### config.mk
export PLATFORM = sky130hd
export DESIGN_NAME = slpc_top
export DESIGN_NICKNAME = d
export VERILOG_FILES = /design/src/rtl/slpc_top.v
export VERILOG_INCLUDE_DIRS = /design/src /design/src/rtl
export SDC_FILE = /design/constraint.sdc
export NUM_CORES = 1
export LEC_CHECK = 0
export BUFFER_PORTS_ARGS = -buffer_cell sky130_fd_sc_hd__buf_2
export CAP_MARGIN = 25
export CORE_AREA = 2 2 394 396
export CTS_CLUSTER_DIAMETER = 150
export DETAILED_ROUTE_END_ITERATION = 7
export DIE_AREA = 0 0 396 398
export GPL_TIMING_DRIVEN = 0
export PLACE_DENSITY = 0.35
export SLEW_MARGIN = 20
export SYNTH_ARGS = -nofsm -noshare
export SYNTH_HDL_FRONTEND = slang
export SYNTH_SLANG_ARGS = --single-unit
### constraint.sdc
create_clock -name CLK -period 7.3 [get_ports CLK]
set_clock_uncertainty 0.2 [all_clocks]
set_input_delay 0.365 -clock CLK [delete_from_list [all_inputs] [get_ports CLK]]
set_output_delay 0.365 -clock CLK [all_outputs]
set_load 0.05 [all_outputs]
### src/rtl/slpc_defs.vh
// Register indices, field positions, reset values and bus codes of the link capture block.
`ifndef SLPC_DEFS_VH
`define SLPC_DEFS_VH

// Register indices; the byte address is four times the index.
`define SLPC_IDX_W 12
`define SLPC_IDX_CHECK_CTRL 12'h32c
`define SLPC_IDX_REF_LOW 12'h32d
`define SLPC_IDX_REF_HIGH 12'h32e
`define SLPC_IDX_CHECK_RESULT 12'h32f
`define SLPC_IDX_RX_CONFIG 12'h333
`define SLPC_IDX_LANE_INVERT 12'h334
`define SLPC_IDX_DEVICE_IDENT 12'h400
`define SLPC_IDX_BANK_ADJUST 12'h401
`define SLPC_IDX_LANE_IDENT 12'h402
`define SLPC_IDX_SCRAMBLE_LANES 12'h403
`define SLPC_IDX_OCTETS 12'h404
`define SLPC_IDX_FRAMES 12'h405
`define SLPC_IDX_INT_STATUS 12'h500
`define SLPC_IDX_INT_MASK 12'h501
`define SLPC_IDX_NONE 12'hfff

// Check control fields.
`define SLPC_CTRL_ENABLE 0
`define SLPC_CTRL_CLEAR 1
`define SLPC_CTRL_CONV_LSB 2
`define SLPC_CTRL_SAMPLE_LSB 4
`define SLPC_CTRL_MASK 8'h3f
`define SLPC_SAMPLE_NONE 2'h3

// Field positions of the captured link registers.
`define SLPC_ADJ_DIR_BIT 6
`define SLPC_PHASE_ADJ_BIT 5
`define SLPC_SCRAMBLE_BIT 7

// Interrupt status bits.
`define SLPC_INT_CHECK_FAIL 0
`define SLPC_INT_CAPTURED 1
`define SLPC_INT_W 2

// Reset values.
`define SLPC_RESET_BYTE 8'h00

// AXI response codes.
`define SLPC_RESP_OKAY 2'h0
`define SLPC_RESP_SLVERR 2'h2

`endif

### src/rtl/slpc_top.v
// Link status and control registers with lane-0 parameter capture, behind an AXI4-Lite slave.
`timescale 1ns/100ps
`include "slpc_defs.vh"
module slpc_top #(
   parameter ADDR_W = 14,
   parameter LANES = 8,
   parameter LANE_W = 40,
   parameter CONVS = 4,
   parameter SAMPLES_PER_CONV = 3,
   parameter SAMPLE_W = 16
) (
   // Clock and reset.
   input wire CLK,
   input wire RESET,
   // AXI4-Lite write address.
   input wire AWVALID,
   output wire AWREADY,
   input wire [ADDR_W-1:0] AWADDR,
   input wire [2:0] AWPROT,
   // AXI4-Lite write data.
   input wire WVALID,
   output wire WREADY,
   input wire [31:0] WDATA,
   input wire [3:0] WSTRB,
   // AXI4-Lite write response.
   output reg BVALID,
   input wire BREADY,
   output reg [1:0] BRESP,
   // AXI4-Lite read address.
   input wire ARVALID,
   output wire ARREADY,
   input wire [ADDR_W-1:0] ARADDR,
   input wire [2:0] ARPROT,
   // AXI4-Lite read data.
   output reg RVALID,
   input wire RREADY,
   output reg [31:0] RDATA,
   output reg [1:0] RRESP,
   // Interrupt.
   output wire IRQ,
   // Deserialized lane data in and after inversion.
   input wire [LANES*LANE_W-1:0] LANE_DATA_IN,
   output reg [LANES*LANE_W-1:0] LANE_DATA_OUT,
   // Receiver output samples and their qualifier.
   input wire SAMPLE_VALID,
   input wire [CONVS*SAMPLES_PER_CONV*SAMPLE_W-1:0] SAMPLE_DATA,
   // Lane-0 configuration fields and capture strobe.
   input wire CFG_VALID,
   input wire [7:0] CFG_DEVICE_IDENT,
   input wire [3:0] CFG_BANK_IDENT,
   input wire [3:0] CFG_ADJUST_STEP_COUNT,
   input wire CFG_ADJUST_DIRECTION,
   input wire CFG_PHASE_ADJUST_REQUEST,
   input wire [4:0] CFG_LANE_IDENT,
   input wire CFG_SCRAMBLE_FLAG,
   input wire [4:0] CFG_LANE_COUNT,
   input wire [7:0] CFG_OCTETS_PER_FRAME,
   input wire [4:0] CFG_FRAMES_PER_MULTIFRAME,
   // Receiver configuration word for the link receiver.
   output wire [7:0] RX_CONFIG_WORD
);

   localparam IW = `SLPC_IDX_W;

   // Maps a byte address to a register index, or to the unmapped index.
   function [IW-1:0] slpc_index;
      input [ADDR_W-1:0] addr;
      reg [IW-1:0] idx;
      begin
         idx = addr[IW+1:2];
         slpc_index = `SLPC_IDX_NONE;
         if (addr[1:0] == 2'h0) begin
            case (idx)
               `SLPC_IDX_CHECK_CTRL, `SLPC_IDX_REF_LOW, `SLPC_IDX_REF_HIGH,
               `SLPC_IDX_CHECK_RESULT, `SLPC_IDX_RX_CONFIG, `SLPC_IDX_LANE_INVERT,
               `SLPC_IDX_DEVICE_IDENT, `SLPC_IDX_BANK_ADJUST, `SLPC_IDX_LANE_IDENT,
               `SLPC_IDX_SCRAMBLE_LANES, `SLPC_IDX_OCTETS, `SLPC_IDX_FRAMES,
               `SLPC_IDX_INT_STATUS, `SLPC_IDX_INT_MASK: slpc_index = idx;
               default: slpc_index = `SLPC_IDX_NONE;
            endcase
         end
      end
   endfunction

   // Software registers.
   reg [7:0] check_ctrl;
   reg [7:0] ref_sample_low;
   reg [7:0] ref_sample_high;
   reg [7:0] rx_config;
   reg [7:0] lane_invert_mask;
   reg [`SLPC_INT_W-1:0] int_mask;
   reg [`SLPC_INT_W-1:0] int_status;
   reg sample_check_fail;

   // Captured lane-0 parameters.
   reg [7:0] rx_device_ident;
   reg [3:0] rx_bank_ident;
   reg [3:0] rx_adjust_step_count;
   reg rx_adjust_direction;
   reg rx_phase_adjust_request;
   reg [4:0] rx_lane_ident;
   reg rx_scramble_flag;
   reg [4:0] rx_lane_count;
   reg [7:0] rx_octets_per_frame;
   reg [4:0] rx_frames_per_multiframe;

   // Write channel holding state.
   reg aw_held;
   reg [ADDR_W-1:0] aw_addr;
   reg w_held;
   reg [31:0] w_data;
   reg [3:0] w_strb;

   wire aw_hs = AWVALID & AWREADY;
   wire w_hs = WVALID & WREADY;
   wire ar_hs = ARVALID & ARREADY;
   assign AWREADY = ~aw_held & ~BVALID;
   assign WREADY = ~w_held & ~BVALID;
   assign ARREADY = ~RVALID;

   wire have_aw = aw_held | aw_hs;
   wire have_w = w_held | w_hs;
   wire do_write = have_aw & have_w & ~BVALID;
   wire [ADDR_W-1:0] wr_addr = aw_held ? aw_addr : AWADDR;
   wire [31:0] wr_data = w_held ? w_data : WDATA;
   wire [3:0] wr_strb = w_held ? w_strb : WSTRB;
   wire [IW-1:0] wr_idx = slpc_index(wr_addr);
   wire wr_lane0 = do_write & wr_strb[0];
   wire [IW-1:0] rd_idx = slpc_index(ARADDR);

   // Sample check datapath.
   wire check_enable = check_ctrl[`SLPC_CTRL_ENABLE];
   wire check_result_clear = check_ctrl[`SLPC_CTRL_CLEAR];
   wire [1:0] check_converter_select = check_ctrl[`SLPC_CTRL_CONV_LSB+1:`SLPC_CTRL_CONV_LSB];
   wire [1:0] check_sample_select = check_ctrl[`SLPC_CTRL_SAMPLE_LSB+1:`SLPC_CTRL_SAMPLE_LSB];
   wire [3:0] sel_slot = {1'b0, check_converter_select, 1'b0} + {2'h0, check_converter_select}
      + {2'h0, check_sample_select};
   wire [SAMPLE_W-1:0] chosen_sample = SAMPLE_DATA[sel_slot*SAMPLE_W +: SAMPLE_W];
   wire [15:0] ref_sample = {ref_sample_high, ref_sample_low};
   // Sample select 3 names no sample, so it keeps the compare idle.
   wire check_mismatch = check_enable & SAMPLE_VALID
      & (check_sample_select != `SLPC_SAMPLE_NONE)
      & (chosen_sample != ref_sample);

   // Events that set the sticky interrupt status.
   wire [`SLPC_INT_W-1:0] int_event;
   assign int_event[`SLPC_INT_CHECK_FAIL] = check_mismatch & ~sample_check_fail;
   assign int_event[`SLPC_INT_CAPTURED] = CFG_VALID;
   assign IRQ = |(int_status & int_mask);
   assign RX_CONFIG_WORD = rx_config;

   // Lane inversion, one register stage per lane.
   genvar g;
   generate
      for (g = 0; g < LANES; g = g + 1) begin : g_lane
         always @(posedge CLK) begin
            if (RESET) begin
               LANE_DATA_OUT[g*LANE_W +: LANE_W] <= {LANE_W{1'b0}};
            end else begin
               LANE_DATA_OUT[g*LANE_W +: LANE_W] <= LANE_DATA_IN[g*LANE_W +: LANE_W]
                  ^ {LANE_W{lane_invert_mask[g]}};
            end
         end
      end
   endgenerate

   // Software-written registers and write response.
   always @(posedge CLK) begin
      if (RESET) begin
         check_ctrl <= `SLPC_RESET_BYTE;
         ref_sample_low <= `SLPC_RESET_BYTE;
         ref_sample_high <= `SLPC_RESET_BYTE;
         rx_config <= `SLPC_RESET_BYTE;
         lane_invert_mask <= `SLPC_RESET_BYTE;
         int_mask <= {`SLPC_INT_W{1'b0}};
         aw_held <= 1'b0;
         aw_addr <= {ADDR_W{1'b0}};
         w_held <= 1'b0;
         w_data <= 32'h0;
         w_strb <= 4'h0;
         BVALID <= 1'b0;
         BRESP <= `SLPC_RESP_OKAY;
      end else begin
         if (aw_hs & ~do_write) begin
            aw_held <= 1'b1;
            aw_addr <= AWADDR;
         end
         if (w_hs & ~do_write) begin
            w_held <= 1'b1;
            w_data <= WDATA;
            w_strb <= WSTRB;
         end
         if (do_write) begin
            aw_held <= 1'b0;
            w_held <= 1'b0;
            BVALID <= 1'b1;
            BRESP <= (wr_idx == `SLPC_IDX_NONE) ? `SLPC_RESP_SLVERR : `SLPC_RESP_OKAY;
         end else if (BVALID & BREADY) begin
            BVALID <= 1'b0;
         end
         if (wr_lane0) begin
            case (wr_idx)
               `SLPC_IDX_CHECK_CTRL: check_ctrl <= wr_data[7:0] & `SLPC_CTRL_MASK;
               `SLPC_IDX_REF_LOW: ref_sample_low <= wr_data[7:0];
               `SLPC_IDX_REF_HIGH: ref_sample_high <= wr_data[7:0];
               `SLPC_IDX_RX_CONFIG: rx_config <= wr_data[7:0];
               `SLPC_IDX_LANE_INVERT: lane_invert_mask <= wr_data[7:0];
               `SLPC_IDX_INT_MASK: int_mask <= wr_data[`SLPC_INT_W-1:0];
               default: ;
            endcase
         end
      end
   end

   // Sample check result and sticky interrupt status.
   always @(posedge CLK) begin
      if (RESET) begin
         sample_check_fail <= 1'b0;
         int_status <= {`SLPC_INT_W{1'b0}};
      end else begin
         if (check_mismatch) begin
            sample_check_fail <= 1'b1;
         end else if (check_result_clear) begin
            sample_check_fail <= 1'b0;
         end
         // A read clears the status, but an event in the same cycle is not lost.
         if (ar_hs & (rd_idx == `SLPC_IDX_INT_STATUS)) begin
            int_status <= int_event;
         end else begin
            int_status <= int_status | int_event;
         end
      end
   end

   // Capture of lane-0 link parameters.
   always @(posedge CLK) begin
      if (RESET) begin
         rx_device_ident <= 8'h00;
         rx_bank_ident <= 4'h0;
         rx_adjust_step_count <= 4'h0;
         rx_adjust_direction <= 1'b0;
         rx_phase_adjust_request <= 1'b0;
         rx_lane_ident <= 5'h00;
         rx_scramble_flag <= 1'b0;
         rx_lane_count <= 5'h00;
         rx_octets_per_frame <= 8'h00;
         rx_frames_per_multiframe <= 5'h00;
      end else if (CFG_VALID) begin
         rx_device_ident <= CFG_DEVICE_IDENT;
         rx_bank_ident <= CFG_BANK_IDENT;
         rx_adjust_step_count <= CFG_ADJUST_STEP_COUNT;
         rx_adjust_direction <= CFG_ADJUST_DIRECTION;
         rx_phase_adjust_request <= CFG_PHASE_ADJUST_REQUEST;
         rx_lane_ident <= CFG_LANE_IDENT;
         rx_scramble_flag <= CFG_SCRAMBLE_FLAG;
         rx_lane_count <= CFG_LANE_COUNT;
         rx_octets_per_frame <= CFG_OCTETS_PER_FRAME;
         rx_frames_per_multiframe <= CFG_FRAMES_PER_MULTIFRAME;
      end
   end

   // Read data multiplexer.
   reg [7:0] rd_val;
   always @* begin
      rd_val = 8'h00;
      case (rd_idx)
         `SLPC_IDX_CHECK_CTRL: rd_val = check_ctrl;
         `SLPC_IDX_REF_LOW: rd_val = ref_sample_low;
         `SLPC_IDX_REF_HIGH: rd_val = ref_sample_high;
         `SLPC_IDX_CHECK_RESULT: rd_val = {7'h00, sample_check_fail};
         `SLPC_IDX_RX_CONFIG: rd_val = rx_config;
         `SLPC_IDX_LANE_INVERT: rd_val = lane_invert_mask;
         `SLPC_IDX_DEVICE_IDENT: rd_val = rx_device_ident;
         `SLPC_IDX_BANK_ADJUST: rd_val = {rx_adjust_step_count, rx_bank_ident};
         `SLPC_IDX_LANE_IDENT: rd_val = {1'b0, rx_adjust_direction,
            rx_phase_adjust_request, rx_lane_ident};
         `SLPC_IDX_SCRAMBLE_LANES: rd_val = {rx_scramble_flag, 2'h0, rx_lane_count};
         `SLPC_IDX_OCTETS: rd_val = rx_octets_per_frame;
         `SLPC_IDX_FRAMES: rd_val = {3'h0, rx_frames_per_multiframe};
         `SLPC_IDX_INT_STATUS: rd_val = {{(8-`SLPC_INT_W){1'b0}}, int_status};
         `SLPC_IDX_INT_MASK: rd_val = {{(8-`SLPC_INT_W){1'b0}}, int_mask};
         default: rd_val = 8'h00;
      endcase
   end

   // Read response.
   always @(posedge CLK) begin
      if (RESET) begin
         RVALID <= 1'b0;
         RDATA <= 32'h0;
         RRESP <= `SLPC_RESP_OKAY;
      end else if (ar_hs) begin
         RVALID <= 1'b1;
         RDATA <= {24'h0, rd_val};
         RRESP <= (rd_idx == `SLPC_IDX_NONE) ? `SLPC_RESP_SLVERR : `SLPC_RESP_OKAY;
      end else if (RVALID & RREADY) begin
         RVALID <= 1'b0;
      end
   end

endmodule

==> results.md, run 1 <==
* Status: finished clean
* Crit-path max FO at 10
* Post-synth top area share at 46.8%
* Largest net degree at the start of global routing at 16
* CP endpoint kind: flop
* Synth cell types at 79
* Max-Cap Viols at 0
* Worst EP arrival at 5310 ps
* Maximum VDD drop at 190 uV
* GPL Wtd Cong at 0.849
* Pwr/cell area at 220 nW/um^2
* Synth Warn # at 0
* Final Setup Violations at 0
* Die Y at 398 um
* Number of synthesized flops with an enable pin at 0
* Critical Path RT at 7600 ps
* Die area at 158000 um^2
* Tot GR Track Use at 14.4%
* Grt total ovfl at 0
* Slew @ Worst Pin at 1070 ps
* Post_cts resized at 0
* Skew-Pair Late Insertion Delay at 640 ps
* Synth Instances at 1925
* FF-to-FF setup slack at 2290 ps
* Slew Viols, Final at 0
* Placement Setup Slack at 2380 ps
* TritonRoute pass-1 iters at 6
* Nets@finish at 3986
* Top cells by area, synth: dfxtp_1 (47%), xnor2_1 (15%), nor2_1 (8.4%)
* Num CTS Buffers at 59
* Initial drt markers at 934
* Die width at 396 um
* Layout cells sized above 1 at 34.9%
* Maximum root-to-sink buffer count at 3
* Vias/cell at 3.51
* Sink Count at 442
* Critical path depth in cells at 13
* Max Freq at 0.200 GHz
* CP startpoint: check_ctrl[5]
* Unrepaired setup endpoints after global routing: no
* Total Wirelength at 119000 um
* HP Class: input pin to flop
* Slowest cell on crit path: a2111oi_0
* Port Buffers at 940
* P&R area growth vs syn at 72.0%
* Top delay family on crit path: buffers and inverters
* Total chip power at 7.14 mW
* Leak at 13.9 nW
* First-pass GRT wire length at 158000 um
* Dominant cell type by area after synthesis: dfxtp_1
* CP endpoint: int_status[0]
* Dominant synthesized flop cell: dfxtp_1
* Slowest stage delay, CP at 590 ps
* CP Launch Type: flop
* Register bit count reported by yosys at 442
* Final min period at 5010 ps
* Routed WL per cell at 21.9 um
* Initial antenna violation count at 52
* H-tree lvl count at 2
* Mapped Area at 18900 um^2
* Clock edge transition at the registers on the reported setup and hold paths at 60 ps
* CTS tree: built
* Worst r2r src: check_ctrl[5]
* Synth async-reset ratio at 0%
* Post-cts hold buffer count at 391
* Sequential fraction of the synthesis area at 46.8%
* Total negative slack at 0 ps
* Final hold vios at 0
* Core area at 153000 um^2
* Period Utilization, post-route at 68.6%
* Worst path most repeated cell: clkbuf_1
* Reg2Reg Capture Point: int_status[0]
* Worst reg2reg path depth at 13
* Remaining routing DRC violations at 0
* CTS root buffer: clkbuf_16
* Syn Area/Cell at 9.82 um^2
* Post-route ant nets at 0
* Hpwl dp at 99300 um
* Vias in the first global route at 19600
* Ports at 1003
* Worst setup margin at 2290 ps
* Rows at 144
* CP bufs+invs at 3
* WS Path Type: flop to flop
* Vias at 19100
* Critical path, cell by cell: fa_1 > ha_1 > fa_1 > clkbuf_1 > nor2b_1 > clkbuf_1 > clkbuf_1 > a21oi_1 > o21a_1 > a2111oi_0 > nand4_1 > nor4_2 > o31ai_1
* Max_slew headroom at 29.0%
* Setup Buffers After CTS at 0
* Initial Utilization at 12.3%
state kept, by name (all words and copies together) (netlist names), 5 cells and up:
| register | flops |
|---|---|
| LANE_DATA_OUT | 320 |
| RDATA | 8 |
| RX_CONFIG_WORD | 8 |
| aw_addr | 14 |
| check_ctrl | 6 |
| lane_invert_mask | 8 |
| ref_sample_high | 8 |
| ref_sample_low | 8 |
| rx_device_ident | 8 |
| rx_frames_per_multiframe | 5 |
| rx_lane_count | 5 |
| rx_lane_ident | 5 |
| rx_octets_per_frame | 8 |
| w_data | 8 |
layout make-up:
class | count | area, um^2
Inverter | 28 | 105
Antenna cell | 9 | 22.5
Fill cell | 17100 | 121000
Buffer | 160 | 766
Clock buffer | 71 | 1620
Clock inverter | 40 | 563
Sequential cell | 442 | 8850
Multi-Input combinational cell | 1320 | 9310
Tap cell | 2044 | 2560
Timing Repair Buffer | 1338 | 8700
synthesized netlist by cell type, types with 3 or more instances:
master / count
a22oi_1: 24
mux2_2: 21
buf_1: 34
a211oi_1: 6
a311oi_1: 4
o21ai_0: 13
mux4_2: 39
buf_4: 31
inv_1: 26
nand4_1: 6
a32oi_1: 6
nand2b_1: 13
a221o_1: 5
mux2i_1: 135
o32ai_1: 3
mux4_1: 3
nor2_1: 424
and2_1: 6
o22ai_1: 12
a221oi_1: 10
nand3b_1: 4
o21a_1: 3
nor3_1: 15
a222oi_1: 9
nand2_1: 94
a21oi_1: 25
nand3_1: 5
nor2b_1: 8
o211ai_1: 6
buf_2: 11
or2_2: 4
buf_6: 3
dfxtp_1: 442
o221ai_1: 3
xnor2_1: 321
nor4_1: 8
clkbuf_1: 81
nor4b_1: 7
worst min-delay path by stage:
| stage | startpoint | end | slack [ps] | cells after the start |
|---|---|---|---|---|
| 2_1_floorplan | sample_check_fail | sample_check_fail | 240 | 2 |
| 6_report | CFG_VALID | rx_lane_count[4] | 70 | 3 |
| 3_5_place_dp | RDATA[6] | RDATA[6] | 250 | 2 |
| 3_3_place_gp | RDATA[6] | RDATA[6] | 240 | 2 |
| 5_1_grt | CFG_VALID | rx_lane_count[4] | 70 | 3 |
| 4_1_cts | ARADDR[7] | RDATA[0] | 30 | 5 |
per-layer routing:
metal,vias up,track usage [%],routed length (um)
li1,9248,-,-
met4,18,2.78,2190
met1,9009,17.7,49900
met2,720,25.8,59900
met5,-,0,110
met3,150,3.13,7140
placed cells by master, fill, tap and decap left out, types with 10 or more instances in the layout:
| cell | synthesis | layout |
|---|---|---|
| buf_2 | 11 | 958 |
| bufinv_16 | 0 | 12 |
| a21oi_1 | 25 | 25 |
| mux2_2 | 21 | 21 |
| nor2_1 | 424 | 424 |
| mux4_2 | 39 | 39 |
| o22ai_1 | 12 | 12 |
| mux2i_1 | 135 | 135 |
| buf_1 | 34 | 30 |
| xnor2_1 | 321 | 321 |
| a221oi_1 | 10 | 10 |
| clkbuf_16 | 0 | 60 |
| clkinv_2 | 0 | 13 |
| buf_4 | 31 | 31 |
| o21ai_0 | 13 | 13 |
| clkbuf_1 | 81 | 78 |
| conb_1 | 1 | 26 |
| dfxtp_1 | 442 | 442 |
| nor3_1 | 15 | 14 |
| a22oi_1 | 24 | 24 |
| nand2_1 | 94 | 94 |
| inv_1 | 26 | 26 |
| dlygate4sd3_1 | 0 | 391 |
| nand2b_1 | 13 | 13 |
logic make-up (layout without fill, tap and decap cells):
kind of cell	Yosys count	count (layout)	share of synthesized area (%)
AO/OA/AOI/OAI	156	156	6.12
XOR/XNOR	323	323	15.0
multiplexers	198	198	13.5
AND/OR/NAND/NOR	613	613	13.7
other	1	35	0.0198
flip-flops	442	442	46.8
buffers and inverters	188	1637	4.54
adder cells (fa/ha/maj)	4	4	0.344
where the power goes:
group	internal [mW]	switching, mW
sequential	2.53	0.0428
combinational	0.486	0.792
clock	2.02	1.27
total	5.03	2.10
metrics by stage:
stage / instances / util (%) / area (um^2) / hold slack [ps]
global route: 5448 / 21.2 / 32500 / 67.9
floorplan: 1950 / - / 19000 / 239
finish: 5452 / 21.2 / 32500 / 68.0
detailed placement: 4940 / 17.2 / 26400 / 249
global placement: 4934 / 17.1 / 26300 / 245
CTS: 5442 / 21.2 / 32500 / 26.5
tightest hold or removal path, stage by stage:
cell	delay [ps]
clkbuf_1	240
mux2i_1	180
nor2_1	70
Note: power is estimated with default switching activity, not from simulation.
==> run 2, diff against run 1 <==
- PLACE_DENSITY: 0.35 -> 0.36
- clock period: 7.3 -> 4.2 ns (I/O delays scaled with it)
==> results.md, run 2 (synthesized netlist as in run 1, its figures left out) <==
* CTS tree: built
* Unrepaired setup endpoints after global routing: no
* Crit-path max FO at 10 (unchanged)
* Cell area after layout at 32500 um^2 (about the same)
* Initial drt markers at 1056 (+13%)
* Largest registers: LANE_DATA_OUT x320, aw_addr x14
* Final core occ at 21.2% (about the same)
* WS Path Type: flop to flop
* Layout cells sized above 1 at 35.0% (+0.096 points)
* Vias at 19400 (+1.1%)
* Max-Cap Viols at 0 (unchanged)
* Max_slew headroom at 23.4% (-5.6 points)
* WHS at 103 ps (+35.4 ps)
* Worst EP arrival at 4370 ps (-940 ps)
* Internal Dissipation at 8.17 mW (+62%)
* Total negative slack at 0 ps (unchanged)
* Placement Cell Area at 26400 um^2 (about the same)
* Pwr/cell area at 360 nW/um^2 (+64%)
* Total chip power at 11.7 mW (+64%)
* Placement Setup Slack at -1150 ps (-3530 ps)
* Most frequent cells in the layout: buf_2 (951), dfxtp_1 (439), nor2_1 (423), dlygate4sd3_1 (404), xnor2_1 (321)
* Final Setup Violations at 0 (unchanged)
* Slew @ Worst Pin at 1150 ps (+83.4 ps)
* TritonRoute pass-1 iters at 5 (-1)
* Num CTS Buffers at 57 (-3.4%)
* FF-to-FF setup slack at 130 ps (-2170 ps)
* Commonest non-fill, non-tap cell in the layout: buf_2
* Die Y at 398 um (unchanged)
* CTS root buffer: clkbuf_16
* Core area at 153000 um^2 (unchanged)
* Critical Path RT at 4490 ps (-3110 ps)
* CP Launch Type: flop
* HP Class: input pin to flop
* P&R area growth vs syn at 71.8% (about the same)
* Hpwl dp at 101000 um (+1.9%)
* Clock edge transition at the registers on the reported setup and hold paths at 60 ps (about the same)
* Switching share of total power at 30.0% (+0.56 points)
* Port Buffers at 940 (unchanged)
* Sink Count at 442 (unchanged)
* NetSw at 3.51 mW (+67%)
* GPL Wtd Cong at 0.849 (about the same)
* Largest net degree at the start of global routing at 15 (-1)
* Grt total ovfl at 0 (unchanged)
* Routed WL per cell at 22.2 um (+1.7%)
* Finished Layout Cells at 5459 (+0.13%)
* Final min period at 4070 ps (-935 ps)
* Max reg flops at 320 (unchanged)
* Worst setup margin at 126 ps (-2170 ps)
* Maximum root-to-sink buffer count at 3 (unchanged)
* Post-route ant nets at 0 (unchanged)
* Tot GR Track Use at 14.7% (+0.29 points)
* First-pass GRT wire length at 161000 um (+1.7%)
* Max Freq at 0.245 GHz (+23%)
* Final hold vios at 0 (unchanged)
* Most flops, register: LANE_DATA_OUT
* Initial antenna violation count at 60 (+15%)
* Skew-Pair Late Insertion Delay at 630 ps (about the same)
* Initial Utilization at 12.3% (unchanged)
* Slew Viols, Final at 0 (unchanged)
* Remaining routing DRC violations at 0 (unchanged)
* Nets@finish at 3997 (+0.28%)
* Period Utilization, post-route at 97.0% (+28 points)
* Vias/cell at 3.55 (+0.98%)
* Die area at 158000 um^2 (unchanged)
* Die width at 396 um (unchanged)
* Inst Count DP at 4941 (+0.020%)
* CP endpoint kind: flop
* Vias in the first global route at 19900 (+1.6%)
* Total Wirelength at 121000 um (+1.8%)
* Status: finished clean
* Setup Buffers After CTS at 0 (unchanged)
* Maximum VDD drop at 232 uV (+22%)
* Reg power frac at 38.4% (+2.3 points)
* H-tree lvl count at 2 (unchanged)
* Leak at 13.9 nW (-0.51%)
* Gate power share at 19.2% (+1.3 points)
* Ports at 1003 (unchanged)
* Clk pwr share at 42.4% (-3.6 points)
* Rows at 144 (unchanged)
run 2: cell types whose count changed in the layout (fill, tap and decap cells not counted), sizes merged:
cell,before,now
clkinvlp,3,5
inv,35,30
bufinv,12,3
dlygate4sd3,391,404
diode,9,11
clkbuf,152,163
clkinv,18,11
run 2: metal layers:
layer / routed length [um] / global-route usage [%] / share of wire (%) / vias up
met2: 61000 / 26.5 / 50 / 736
met1: 50000 / 17.8 / 41 / 9166
met3: 8150 / 3.65 / 6.7 / 165
met5: 223 / 0 / 0.18 / -
met4: 1970 / 2.51 / 1.6 / 34
li1: - / - / - / 9257
run 2: layout make-up:
| cell class | instances | area (um^2) |
|---|---|---|
| Antenna cell | 11 | 27.5 |
| Clock inverter | 21 | 210 |
| Clock buffer | 82 | 1660 |
| Inverter | 28 | 105 |
| Sequential cell | 442 | 8850 |
| Multi-Input combinational cell | 1320 | 9400 |
| Fill cell | 17200 | 121000 |
| Tap cell | 2044 | 2560 |
| Buffer | 159 | 815 |
| Timing Repair Buffer | 1352 | 8840 |
run 2: worst max-delay path: stages, from the launching register on:
cell       delay [ps]
dfxtp_2           400
fa_1              480
ha_4              180
fa_2              360
buf_2             230
buf_6             210
clkbuf_8          220
mux2i_1           170
a311oi_2          460
mux2i_1           260
o2111ai_2         190
nor4_4            430
o31ai_1           120
run 2: worst paths after layout:
| path | startpoint | end | depth (start not counted) |
|---|---|---|---|
| setup reg to reg | check_ctrl[3] | int_status[0] | 12 |
| setup / recovery | check_ctrl[3] | int_status[0] | 12 |
| hold / removal | ARADDR[0] | RDATA[1] | 5 |
| hold reg to reg | RDATA[6] | RDATA[6] | 2 |
run 2: power groups by stage:
stage	registers [mW]	logic, mW	clock network, mW
4_1_cts	4.48	2.28	5.15
5_1_grt	4.50	2.38	5.30
3_5_place_dp	4.57	1.94	0
3_3_place_gp	4.57	1.94	0
6_report	4.48	2.25	4.95
2_1_floorplan	5.14	0.547	0
run 2: what timing repair did:
| action | CTS | global route |
|---|---|---|
| endpoints found under the setup margin | 2 | 3 |
| resized for setup | 29 | 13 |
| hold buffers | 404 | 0 |
| pin swaps | 2 | 2 |
| hold endpoints to repair | 397 | 0 |
==> run 3, diff against run 2 <==
- CTS_BUF_LIST: not set -> sky130_fd_sc_hd__clkbuf_4
- clock period: 4.2 -> 3.4 ns (I/O delays scaled with it)
==> results.md, run 3 <==
* Status: stopped before the end
* Stop stage: clock tree synthesis (4_1_cts)
* First error: [ERROR RSZ-0060] Max buffer count reached.
* Post_cts resized at 31 (+6.9%)
* Number of synthesized flops with an enable pin at 0 (unchanged)
* Mapped Area at 18900 um^2 (unchanged)
* Top cells by area, synth: dfxtp_1 (47%), xnor2_1 (15%), nor2_1 (8.4%)
* GPL Wtd Cong at 0.853 (+0.48%)
* Synth async-reset ratio at 0% (unchanged)
* Placement Setup Slack at -1100 ps (+52.1 ps)
* Syn Area/Cell at 9.82 um^2 (unchanged)
* Ports at 1003 (unchanged)
* H-tree lvl count at 4 (+2)
* Dominant synthesized flop cell: dfxtp_1
* Synth Instances at 1925 (unchanged)
* Synth cell types at 79 (unchanged)
* Port Buffers at 940 (unchanged)
* Maximum root-to-sink buffer count at 3 (unchanged)
* CTS root buffer: clkbuf_4
* Sink Count at 442 (unchanged)
* Inst Count DP at 4941 (unchanged)
* Die Y at 398 um (unchanged)
* Count leader, synth: dfxtp_1
* Num CTS Buffers at 142 (+150%)
* Sequential fraction of the synthesis area at 46.8% (unchanged)
* Register bit count reported by yosys at 442 (unchanged)
* Rows at 144 (unchanged)
* Leading post-synthesis cells by instance count: dfxtp_1 (442), nor2_1 (424), xnor2_1 (321)
* Post-synth top area share at 46.8% (unchanged)
* Dominant cell type by area after synthesis: dfxtp_1
* Hpwl dp at 98600 um (-2.5%)
* Post-cts hold buffer count at 1035 (+160%)
* Setup Buffers After CTS at 4 (+4)
* Die width at 396 um (unchanged)
* Initial Utilization at 12.3% (unchanged)
* Synth Warn # at 0 (unchanged)
run 3: cell counts after synthesis:
Identical to the previous run, type by type.
run 3: logic make-up after synthesis:
kind of cell | share of synthesized area, %
compound gates | 6.12
buf+inv | 4.54
mux | 13.5
flops | 46.8
simple gates | 13.7
other cells | 0.0198
xor+xnor | 15.0
fa+ha+maj | 0.344
run 3: metrics by stage:
stage	TNS, ps	area (um^2)
after floorplan	-19.7	19100
after global placement	-2680	26300
after detailed placement	-2680	26400
==> run 4, diff against run 3 <==
- CORE_AREA: 2 2 394 396 -> 2 2 395 397
- CTS_BUF_LIST: sky130_fd_sc_hd__clkbuf_4 -> not set
- CTS_CLUSTER_DIAMETER: 150 -> not set
- DIE_AREA: 0 0 396 398 -> 0 0 397 399
- PLACE_DENSITY: 0.36 -> not set
- PLACE_DENSITY_LB_ADDON: not set -> 0.15
- clock period: 3.4 -> 4.4 ns (I/O delays scaled with it)
==> results.md, run 4 (synthesized netlist as in run 1, its figures left out) <==
* Commonest non-fill, non-tap cell in the layout: buf_2
* Final hold vios at 0
* Die width at 397 um (+0.25%)
* Max_slew headroom at 28.2%
* First-pass GRT wire length at 160000 um
* Worst EP arrival at 4590 ps
* CTS tree: built
* Slew Viols, Final at 0
* Tot GR Track Use at 14.5%
* Setup Buffers After CTS at 0 (-4)
* Hpwl dp at 99800 um (+1.2%)
* Largest net degree at the start of global routing at 17
* CP endpoint kind: flop
* Vias in the first global route at 19800
* WHS at 83.4 ps
* Status: finished clean
* Skew-Pair Late Insertion Delay at 660 ps
* FF-to-FF setup slack at 130 ps
* Rows at 144 (unchanged)
* Num CTS Buffers at 60 (-58%)
* Maximum root-to-sink buffer count at 3 (unchanged)
* TritonRoute pass-1 iters at 6
* CP Launch Type: flop
* Final Setup Violations at 0
* Pwr/cell area at 357 nW/um^2
* Clock edge transition at the registers on the reported setup and hold paths at 60 ps
* Initial drt markers at 923
* Total chip power at 11.6 mW
* Critical Path RT at 4720 ps
* Layout cells sized above 1 at 34.9%
* HP Class: input pin to flop
* Max reg flops at 320
* P&R area growth vs syn at 72.6%
* Grt total ovfl at 0
* Largest registers: LANE_DATA_OUT x320, aw_addr x14
* Port Buffers at 940 (unchanged)
* CTS root buffer: clkbuf_16
* Period Utilization, post-route at 97.0%
* Max-Cap Viols at 0
* Initial antenna violation count at 41
* Routed WL per cell at 21.9 um
* Vias at 19200
* Maximum VDD drop at 297 uV
* Die Y at 399 um (+0.25%)
* Die area at 158000 um^2
* Unrepaired setup endpoints after global routing: no
* Ports at 1003 (unchanged)
* Reg2Reg Capture Point: int_status[0]
* Total Wirelength at 119000 um
* Crit-path max FO at 10
* Slew @ Worst Pin at 1080 ps
* H-tree lvl count at 2 (-2)
* Core area at 154000 um^2
* Sink Count at 442 (unchanged)
* Most flops, register: LANE_DATA_OUT
* WS Path Type: flop to flop
* Nets@finish at 4001
* Vias/cell at 3.52
* CP endpoint: int_status[0]
* Remaining routing DRC violations at 0
* Worst r2r src: check_ctrl[2]
* Leak at 14.0 nW
* Final min period at 4270 ps
* Worst reg2reg path depth at 12
* Initial Utilization at 12.3% (-0.029 points)
* Max Freq at 0.234 GHz
* Most frequent cells in the layout: buf_2 (949), dfxtp_1 (440), nor2_1 (424), dlygate4sd3_1 (404), xnor2_1 (321)
* Post-route ant nets at 0
* CP startpoint: check_ctrl[2]
* GPL Wtd Cong at 0.850 (-0.46%)
-- run 4: area by class of cell --
cell class	instances	area, um^2
timing repair buffer	1353	8850
multi-input combinational	1320	9350
fill	17200	121000
sequential	442	8850
clock buffer	88	1790
inverter	28	105
buffer	159	795
tap	2044	2560
antenna	6	15.0
clock inverter	25	305
-- run 4: worst min-delay path by stage --
stage / startpoint / to / cells after the start
floorplan: RREADY / RVALID / 1
global placement: RDATA[6] / RDATA[6] / 2
detailed placement: RDATA[6] / RDATA[6] / 2
CTS: ARADDR[0] / RDATA[0] / 8
global route: ARADDR[2] / RDATA[0] / 6
finish: ARADDR[1] / RDATA[0] / 8
-- run 4: worst max-delay path: stages, from the launching register on --
cell and delay [ps]:
dfxtp_1 370, fa_1 610, ha_4 140, fa_2 240, clkbuf_2 380, buf_2 380, mux4_2 410, a22oi_1 160
o211ai_1 180, a311oi_1 300, nand4_1 190, nor4_4 460, o31ai_1 120
-- run 4: routing by layer --
metal	share of wire [%]	routed length (um)	vias up	global-route usage, %
li1	-	-	9282	-
met4	2.3	2690	20	3.39
met1	40	48200	9054	17.0
met2	51	60400	730	26.1
met5	0.11	130	-	0
met3	6.7	8060	157	3.60
-- run 4: metrics by stage --
step / area (um^2) / setup slack (ps) / TNS, ps / util (%) / std cells
3_3_place_gp: 26300 / -628 / -1250 / 17.1 / 4934
3_5_place_dp: 26400 / -646 / -1290 / 17.2 / 4942
5_1_grt: 32600 / 18.6 / 0 / 21.2 / 5462
2_1_floorplan: 19000 / 568 / 0 / - / 1950
6_report: 32600 / 132 / 0 / 21.2 / 5465
4_1_cts: 32600 / 41.3 / 0 / 21.2 / 5458
-- run 4: where the power goes --
group | switching [mW] | internal, mW | total, mW
registers | 0.0698 | 4.20 | 4.27
logic | 1.32 | 0.817 | 2.14
clock network | 2.11 | 3.12 | 5.23
total | 3.50 | 8.13 | 11.6
-- run 4: repair_timing --
action	CTS	global route
hold buffers	404	0
pin swaps	0	2
gates resized for setup	13	20
endpoints found under the setup margin	2	2
endpoints found under the hold margin	405	0
